===== config.mk =====
export PLATFORM = sky130hd
export DESIGN_NAME = ctm_ctrl
export DESIGN_NICKNAME = d
export VERILOG_FILES = /design/src/design/ctm_pkg.sv /design/src/design/ctm_edge_sync.sv /design/src/design/ctm_ctrl.sv
export VERILOG_INCLUDE_DIRS = /design/src /design/src/design
export SDC_FILE = /design/constraint.sdc
export NUM_CORES = 1
export LEC_CHECK = 0
export BUFFER_PORTS_ARGS = -buffer_cell sky130_fd_sc_hd__buf_2
export CAP_MARGIN = 20
export CORE_MARGIN = 2
export CORE_UTILIZATION = 40
export DETAILED_ROUTE_END_ITERATION = 10
export MAX_ROUTING_LAYER = met4
export PLACE_DENSITY = 0.73
export SETUP_SLACK_MARGIN = 0.5
export SYNTH_ARGS = -nofsm -noshare
export SYNTH_HDL_FRONTEND = slang
export SYNTH_SLANG_ARGS = --single-unit

===== constraint.sdc =====
create_clock -name clk_i -period 1.1 [get_ports clk_i]
set_input_delay 0.22 -clock clk_i [delete_from_list [all_inputs] [get_ports clk_i]]
set_output_delay 0.22 -clock clk_i [all_outputs]
set_load 0.01 [all_outputs]

===== src/design/ctm_regs.svh =====
// constants for the charge-time measurement controller
`ifndef CTM_REGS_SVH
`define CTM_REGS_SVH
// ----------------------------------------
// control high field positions
// ----------------------------------------
`define CTM_CONH_UNIT_ENABLE 7
`define CTM_CONH_STOP_IDLE 5
`define CTM_CONH_DELAY_GEN 4
`define CTM_CONH_EDGE_EN 3
`define CTM_CONH_EDGE_SEQ 2
`define CTM_CONH_SRC_GND 1
`define CTM_CONH_TRIG_EN 0
// ----------------------------------------
// control low field positions
// ----------------------------------------
`define CTM_CONL_EDGE2_POL 7
`define CTM_CONL_EDGE2_SEL_HI 6
`define CTM_CONL_EDGE2_SEL_LO 5
`define CTM_CONL_EDGE1_POL 4
`define CTM_CONL_EDGE1_SEL_HI 3
`define CTM_CONL_EDGE1_SEL_LO 2
`define CTM_CONL_EDGE2_FLAG 1
`define CTM_CONL_EDGE1_FLAG 0
// ----------------------------------------
// reset values
// ----------------------------------------
`define CTM_CONH_RESET 8'h00
`define CTM_CONL_RESET 8'h00
`define CTM_ICON_RESET 8'h00
`define CTM_IRNG_OFF 2'h0
`endif


===== src/design/ctm_pkg.sv =====
// types for the charge-time measurement controller
package ctm_pkg;
	typedef enum logic [1:0] {CTM_SRC_EDGE2PIN_B, CTM_SRC_EDGE2PIN_A, CTM_SRC_TRIG1,
		CTM_SRC_TRIG2} ctm_src_raw_t;
	typedef enum {CTM_IDLE, CTM_DRAIN, CTM_CHARGE, CTM_HOLD} ctm_state_t;
endpackage


===== src/design/ctm_edge_sync.sv =====
// synchroniser and edge detector for one edge input pin
`timescale 1ns/1ps
module ctm_edge_sync (
	input wire logic clk_i,
	input wire logic rst_i,
	input wire logic pin_i,
	input wire logic pol_i,
	output logic edge_o
);
	logic s1;
	logic s2;
	logic s3;
	logic next_s1;
	logic next_s2;
	logic next_s3;
	// ----------------------------------------
	// three stages, change counts once s2 and s3 differ
	// ----------------------------------------
	always_comb
	begin
		next_s1 = pin_i;
		next_s2 = s1;
		next_s3 = s2;
	end
	always_ff @(posedge clk_i or posedge rst_i)
	begin
		if (rst_i)
		begin
			s1 <= 1'b0;
			s2 <= 1'b0;
			s3 <= 1'b0;
		end
		else
		begin
			s1 <= next_s1;
			s2 <= next_s2;
			s3 <= next_s3;
		end
	end
	assign edge_o = pol_i ? (s2 & ~s3) : (~s2 & s3);
endmodule


===== src/design/ctm_ctrl.sv =====
// control sequencing of the charge-time measurement unit
`timescale 1ns/1ps
`include "ctm_regs.svh"
module ctm_ctrl (
	input wire logic clk_i,
	input wire logic rst_i,
	input wire logic conh_we_i,
	input wire logic [7:0] conh_wdata_i,
	input wire logic conl_we_i,
	input wire logic [7:0] conl_wdata_i,
	input wire logic icon_we_i,
	input wire logic [7:0] icon_wdata_i,
	input wire logic idle_i,
	input wire logic edge_pin1_i,
	input wire logic edge_pin2_i,
	input wire logic trig1_i,
	input wire logic trig2_i,
	input wire logic comp_trip_i,
	output logic [7:0] conh_o,
	output logic [7:0] conl_o,
	output logic [7:0] icon_o,
	output logic source_on_o,
	output logic source_ground_o,
	output logic [1:0] current_range_o,
	output logic [5:0] current_trim_o,
	output logic adc_trigger_o,
	output logic pulse_out_pin_o
);
	import ctm_pkg::*;
	logic [7:0] conh;
	logic [7:0] conl;
	logic [7:0] icon;
	logic pulse;
	logic next_pulse;
	logic [7:0] next_conh;
	logic [7:0] next_conl;
	logic [7:0] next_icon;
	logic pin1_edge_p;
	logic pin1_edge_n;
	logic pin2_edge_p;
	logic pin2_edge_n;
	logic comp_trip;
	logic trip_d;
	logic next_trip_d;
	logic ev1;
	logic ev2;
	logic unit_enable;
	logic delay_gen_enable;
	logic source_ground_ctl;
	logic first_edge_flag;
	logic second_edge_flag;
	logic active;
	// ----------------------------------------
	// pin synchronisers
	// ----------------------------------------
	ctm_edge_sync u_p1p (.clk_i(clk_i), .rst_i(rst_i), .pin_i(edge_pin1_i), .pol_i(1'b1),
		.edge_o(pin1_edge_p));
	ctm_edge_sync u_p1n (.clk_i(clk_i), .rst_i(rst_i), .pin_i(edge_pin1_i), .pol_i(1'b0),
		.edge_o(pin1_edge_n));
	ctm_edge_sync u_p2p (.clk_i(clk_i), .rst_i(rst_i), .pin_i(edge_pin2_i), .pol_i(1'b1),
		.edge_o(pin2_edge_p));
	ctm_edge_sync u_p2n (.clk_i(clk_i), .rst_i(rst_i), .pin_i(edge_pin2_i), .pol_i(1'b0),
		.edge_o(pin2_edge_n));
	ctm_edge_sync u_cmp (.clk_i(clk_i), .rst_i(rst_i), .pin_i(comp_trip_i), .pol_i(1'b1),
		.edge_o(comp_trip));
	assign unit_enable = conh[`CTM_CONH_UNIT_ENABLE];
	assign delay_gen_enable = conh[`CTM_CONH_DELAY_GEN];
	assign source_ground_ctl = conh[`CTM_CONH_SRC_GND];
	assign first_edge_flag = conl[`CTM_CONL_EDGE1_FLAG];
	assign second_edge_flag = conl[`CTM_CONL_EDGE2_FLAG];
	assign active = unit_enable & ~(idle_i & conh[`CTM_CONH_STOP_IDLE]);
	// ----------------------------------------
	// edge source selection
	// ----------------------------------------
	function automatic logic pick(input logic [1:0] sel, input logic pol, input logic a_p,
		input logic a_n, input logic b_p, input logic b_n, input logic t1, input logic t2);
		logic r;
		r = 1'b0;
		case (ctm_src_raw_t'(sel))
			CTM_SRC_EDGE2PIN_A: r = t1;
			CTM_SRC_EDGE2PIN_B: r = t2;
			CTM_SRC_TRIG1: r = pol ? b_p : b_n;
			CTM_SRC_TRIG2: r = pol ? a_p : a_n;
			default: r = 1'b0;
		endcase
		return r;
	endfunction
	always_comb
	begin
		ev1 = conh[`CTM_CONH_EDGE_EN] & pick(conl[`CTM_CONL_EDGE1_SEL_HI:`CTM_CONL_EDGE1_SEL_LO],
			conl[`CTM_CONL_EDGE1_POL], pin1_edge_p, pin1_edge_n, pin2_edge_p, pin2_edge_n,
			trig1_i, trig2_i);
		ev2 = conh[`CTM_CONH_EDGE_EN] & pick(conl[`CTM_CONL_EDGE2_SEL_HI:`CTM_CONL_EDGE2_SEL_LO],
			conl[`CTM_CONL_EDGE2_POL], pin1_edge_p, pin1_edge_n, pin2_edge_p, pin2_edge_n,
			trig1_i, trig2_i);
		if (conh[`CTM_CONH_EDGE_SEQ] & ~first_edge_flag)
			ev2 = 1'b0;
	end
	// ----------------------------------------
	// control bytes; hardware edge set wins over a write
	// ----------------------------------------
	always_comb
	begin
		next_conh = conh_we_i ? (conh_wdata_i & 8'hBF) : conh;
		next_conl = conl_we_i ? conl_wdata_i : conl;
		next_icon = icon_we_i ? icon_wdata_i : icon;
		if (ev1)
			next_conl[`CTM_CONL_EDGE1_FLAG] = 1'b1;
		if (ev2)
			next_conl[`CTM_CONL_EDGE2_FLAG] = 1'b1;
	end
	always_ff @(posedge clk_i or posedge rst_i)
	begin
		if (rst_i)
		begin
			conh <= `CTM_CONH_RESET;
			conl <= `CTM_CONL_RESET;
			icon <= `CTM_ICON_RESET;
		end
		else
		begin
			conh <= next_conh;
			conl <= next_conl;
			icon <= next_icon;
		end
	end
	// ----------------------------------------
	// delay pulse: starts with first edge, ends at comparator trip
	// ----------------------------------------
	always_comb
	begin
		next_pulse = pulse;
		next_trip_d = trip_d;
		if (!(active && delay_gen_enable) || !first_edge_flag)
		begin
			next_pulse = 1'b0;
			next_trip_d = 1'b0;
		end
		else if (comp_trip || trip_d)
		begin
			next_pulse = 1'b0;
			next_trip_d = 1'b1;
		end
		else
			next_pulse = 1'b1;
	end
	always_ff @(posedge clk_i or posedge rst_i)
	begin
		if (rst_i)
		begin
			pulse <= 1'b0;
			trip_d <= 1'b0;
		end
		else
		begin
			pulse <= next_pulse;
			trip_d <= next_trip_d;
		end
	end
	// ----------------------------------------
	// analog controls
	// ----------------------------------------
	assign source_on_o = active && !source_ground_ctl && first_edge_flag && !second_edge_flag
		&& !(delay_gen_enable && trip_d) && icon[1:0] != `CTM_IRNG_OFF;
	assign source_ground_o = source_ground_ctl;
	assign current_range_o = icon[1:0];
	assign current_trim_o = icon[7:2];
	assign adc_trigger_o = conh[`CTM_CONH_TRIG_EN] & active & second_edge_flag;
	assign pulse_out_pin_o = pulse;
	assign conh_o = conh;
	assign conl_o = conl;
	assign icon_o = icon;
endmodule


Word-level counts from Yosys, hierarchy flattened
Cells that the tools add are included.

Bits in registers: 34. Latch bits: 0. RAM bits: 0. ROM bits: 0. Input port bits: 35. Output and inout bits: 36. Word-level logic and storage cells: 75. Memories: 0.

$add $sub $neg: 0. Multipliers: 0. Div/mod/pow operators: 0. Order comparisons: 0. Equal/unequal tests: 6. Shift operators: 0. Muxes and demuxes: 14. Bitwise operators: 19. Reduce and logical (&&, ||, !) cells: 20.

Operators by type and width (count): 1-bit bitwise AND (12); 1-bit 2-to-1 mux (11); 2-bit equality test, second input constant (4); 1-bit case mux with 4 select lines (2); 2-bit nonzero test (4); 1-bit logical AND (7); 1-bit NOT (7); 1-bit logical NOT (5); 2-bit by 1-bit equality test with 1-bit output, second input constant (2); 2-bit logical NOT (2); 1-bit logical OR (2); 2-bit 2-to-1 mux (1).

Longest topological paths before layout
Depth in word-level cells: 8. Depth in mapped cells: 4. Gate-level depth less buffers: 3.

By module
Synthesis repeated with hierarchy kept, for this count alone.

Cells, all modules: 124. Area, all modules: 1664.1 um2.

By module, submodules not included: ctm_ctrl (times used 1, cells an instance 89, area each 1157.4 um2, sequential area each 625.6 um2); ctm_edge_sync (times used 5, cells an instance 7, area each 101.3 um2, sequential area each 75.1 um2).

Worst setup path after synthesis
No wires, ideal clock.

Path kind: register to output. Start: register conh[7] (netlist: conh_o[7]). End: output port source_on_o. Data arrival time: 1.135 ns. Required time: 0.880 ns. Path slack: -0.255 ns. Stages on the path, launching flop included: 4. Buffers on the path: 0. Cell sequence: dfrtp_1 -> a21boi_0 -> nand2_1 -> nor4_1.

Longest elaborated chain between the ends: 6.

RTL lines: start: declaration (RTL line ctm_ctrl.sv:30) `logic [7:0] conh;`; start signal: assignment (RTL line ctm_ctrl.sv:116) `` conh <= `CTM_CONH_RESET; ``; start signal: assignment (RTL line ctm_ctrl.sv:122) `conh <= next_conh;`; 1-bit bitwise AND (RTL line ctm_ctrl.sv:71) `` assign active = unit_enable & ~(idle_i & conh[`CTM_CONH_STOP_IDLE]); ``; 1-bit logical AND (3 in a row) (RTL line ctm_ctrl.sv:163) `assign source_on_o = active && !source_ground_ctl && first_edge_flag && !second_edge_flag`; 1-bit logical AND (RTL line ctm_ctrl.sv:164) `` && !(delay_gen_enable && trip_d) && icon[1:0] != `CTM_IRNG_OFF; ``; 1-bit logical AND (no source line); end: declaration (RTL line ctm_ctrl.sv:22) `output logic source_on_o,`.

No other way between the ends.

Worst setup path in the final report
Start: register conh[5] (netlist: conh_o[5]). End: output port adc_trigger_o.

Longest elaborated chain between the ends: 5.

RTL lines: 1-bit bitwise AND (RTL line ctm_ctrl.sv:71); 1-bit NOT (RTL line ctm_ctrl.sv:71); 1-bit bitwise AND (RTL line ctm_ctrl.sv:71); 1-bit bitwise AND (2 in a row) (RTL line ctm_ctrl.sv:168) `` assign adc_trigger_o = conh[`CTM_CONH_TRIG_EN] & active & second_edge_flag; ``; end: declaration (RTL line ctm_ctrl.sv:26) `output logic adc_trigger_o,`.

No other way between the ends.

==> impl_results.md <==
* Starting DRC count in detailed routing at 28
* Design area at 2450 um2
* Failing checks: negative hold slack, negative setup slack
* All-layer global routing usage at 0.192
* Worst-path fanout max at 2
* Sink Count at 34
* Req. time, crit path at 0.88 ns
* Synth Warn # at 0
* Total grt overflow at 0
* Layout Skew at 0.00549 ns
* Crit path kind: reg2out
* CTS buffer count at 5
* Die Span Y at 64.3 um
* Die X at 64.3 um
* Hpwl dp at 2590 um
* First-pass GRT wire length at 5800 um
* Vias in the first global route at 1254
* Critical path capture point type: primary output
* CTS clk-pin slew, worst paths at 0.11 ns
* Post-route ant nets at 0
* GP Congestion at 0.736
* Via/cell ratio at 4.82
* WL final at 3920 um
* Final Hold Slack at -0.156 ns
* Ant diodes at 0
* Wirelength per Cell at 15.4 um
* Syn Nets at 141
* Yosys cell types at 30
* VDD IR max at 0.805 mV
* Boundary Pins at 71
* Final cell count without fillers at 255
* Area leader, netlist: dfrtp_1
* Dpl cells at 223
* Synth Area per Inst at 13.7 um2
* Post-route DRC at 0
* CTS tree: done
* Final Hold Viols at 17
* Core area at 3420 um2
* Final min period at 1.66 ns
* Clock Latency Late Sink at 0.34 ns
* Layout area overhead at 68.9%
* Post-synthesis cell count at 106
* Layout cell share with drive strength beyond 1 at 0.775
* Initial antenna violation count at 0
* Setup ws final at -0.557 ns
* Setup TNS at -4.65 ns
* Max H-tree Level at 2
* Worst Path Arrival at 1.44 ns
* Max-slew violation count at 0
* CP startpoint kind: register
* RSZ-0062 raised after global routing: true
* Status: finished with violations
* Largest net degree at the start of global routing at 20
* Total power at 0.00327 W
* IO buf count at 68
* DP Area at 1950 um2
* Finish-stage setup viols at 35
* Max_cap viols at 0
* Clock root buffer: clkbuf_4
* Leak pwr at 1.19 nW
* Clock buffer depth at 2
* Post-layout util at 0.718
* Initial cell density of the core at 0.425
* Synth Cell Area at 1450 um2
* Nets@finish at 243
* Seq/Total Area, Yosys at 0.586
* Max Freq at 603 MHz
* Worst hold path type: in2async
* Synthesized flop and latch total at 34
* Final period util at 1.51
* DIE AREA at 4130 um2
* Pwr Density at 1330 nW/um2
* Synth top area share at 0.586
* Top cells by area, synth: dfrtp_1, mux2_2, buf_4
* Via count at 1230
* Rows at 21
* DRT Pass-1 Iters at 2
[power by group]
part	switching (W)	internal, W	total [W]
combinational	0.000399	0.000642	0.00104
sequential	0.000111	0.00137	0.00148
clock	0.000444	0.000307	0.000751
total	0.000954	0.00232	0.00327
[critical path: stages, from the launching register on]
cell and delay [ns]:
dfrtp_1 0.44, a21boi_4 0.17, buf_4 0.13, buf_6 0.08
and3_4 0.17, buf_6 0.10
[cells in the final DEF (no fill, tap or decap), types with 2 or more instances in the layout]
master,Yosys,routed
nor2b_1,2,2
o21ai_2,0,3
clkinvlp_4,0,2
nand2_1,5,4
clkbuf_4,0,5
buf_12,0,2
dfrtp_1,34,27
buf_2,0,50
mux2_2,21,15
mux2_4,1,7
buf_4,10,17
buf_6,1,38
dfrtp_2,0,7
[final timing paths]
check | cells past startpoint | slack (ns) | start | endpoint
worst max-delay path | 5 | -0.56 | conh_o[5] | adc_trigger_o
worst min-delay path | 2 | -0.16 | rst_i | icon_o[6]
worst max register to register | 4 | -0.19 | conl_o[1] | conl_o[1]
worst min register to register | 0 | 0.36 | u_p1n.next_s2 | u_p1n.next_s3
max in group asynchronous | 3 | 0.83 | rst_i | conl_o[7]
min in group clk_i | 1 | -0.02 | comp_trip_i | u_cmp.next_s2
[registers in the layout (all words and copies together) (netlist names)]
signal           count
conh_o               7
conl_o               8
icon_o               8
pulse_out_pin_o      1
trip_d               1
u_cmp.next_s2        1
u_cmp.next_s3        1
u_cmp.s3             1
u_p1n.next_s2        1
u_p1n.next_s3        1
u_p1n.s3             1
u_p2p.next_s2        1
u_p2p.next_s3        1
u_p2p.s3             1
[area by class of cell]
type / count / area, um2
Fill cell: 238 / 962
Clock inverter: 2 / 12.5
Clock buffer: 6 / 51.3
Multi-Input combinational cell: 55 / 596
Tap cell: 46 / 57.6
Timing Repair Buffer: 108 / 856
Sequential cell: 34 / 860
Inverter: 4 / 21.3
[cell families (layout without fill, tap and decap cells)]
group | Yosys count | in the layout | share of synthesized area
AO/OA/AOI/OAI | 11 | 11 | 0.0672
buffers and inverters | 17 | 120 | 0.0749
flip-flops | 34 | 34 | 0.586
multiplexers | 23 | 23 | 0.180
other | 1 | 1 | 0.00258
AND/OR/NAND/NOR | 20 | 20 | 0.0896
[routing by layer]
| metal | part of all wire | GRT usage | vias to the layer above |
|---|---|---|---|
| li1 | - | - | 573 |
| met1 | 0.36 | 0.205 | 602 |
| met2 | 0.57 | 0.345 | 48 |
| met3 | 0.054 | 0.0493 | 7 |
| met4 | 0.013 | 0.0638 | 0 |
| met5 | 0 | - | - |
[what timing repair did]
item / 4_1_cts / 5_1_grt
hold endpoints to repair: 18 / 18
setup buffers: 13 / 10
resized for setup: 38 / 15
setup endpoints to repair: 60 / 60
pin swaps: 4 / 3
[Yosys cell counts, drive strengths merged]
master,n
dfrtp,34
mux2,22
buf,11
nand2,5
inv,4
o21ai,4
and3,2
clkbuf,2
nor2b,2
nor3b,2
nor4,2
a2111oi,1
a211oi,1
a21boi,1
a22oi,1
a311oi,1
and3b,1
conb,1
mux2i,1
nand2b,1
nand3,1
nand4b,1
nor3,1
nor4b,1
nor4bb,1
o21ba,1
o221ai,1
[metrics by stage]
step / setup WS (ns) / hold WS, ns
4_1_cts: -0.496 / -0.166
2_1_floorplan: -0.0460 / 0.161
3_5_place_dp: -0.136 / 0.224
3_3_place_gp: -0.129 / 0.221
5_1_grt: -0.618 / -0.172
6_report: -0.557 / -0.156
Note: power is estimated with default switching activity, not from simulation.
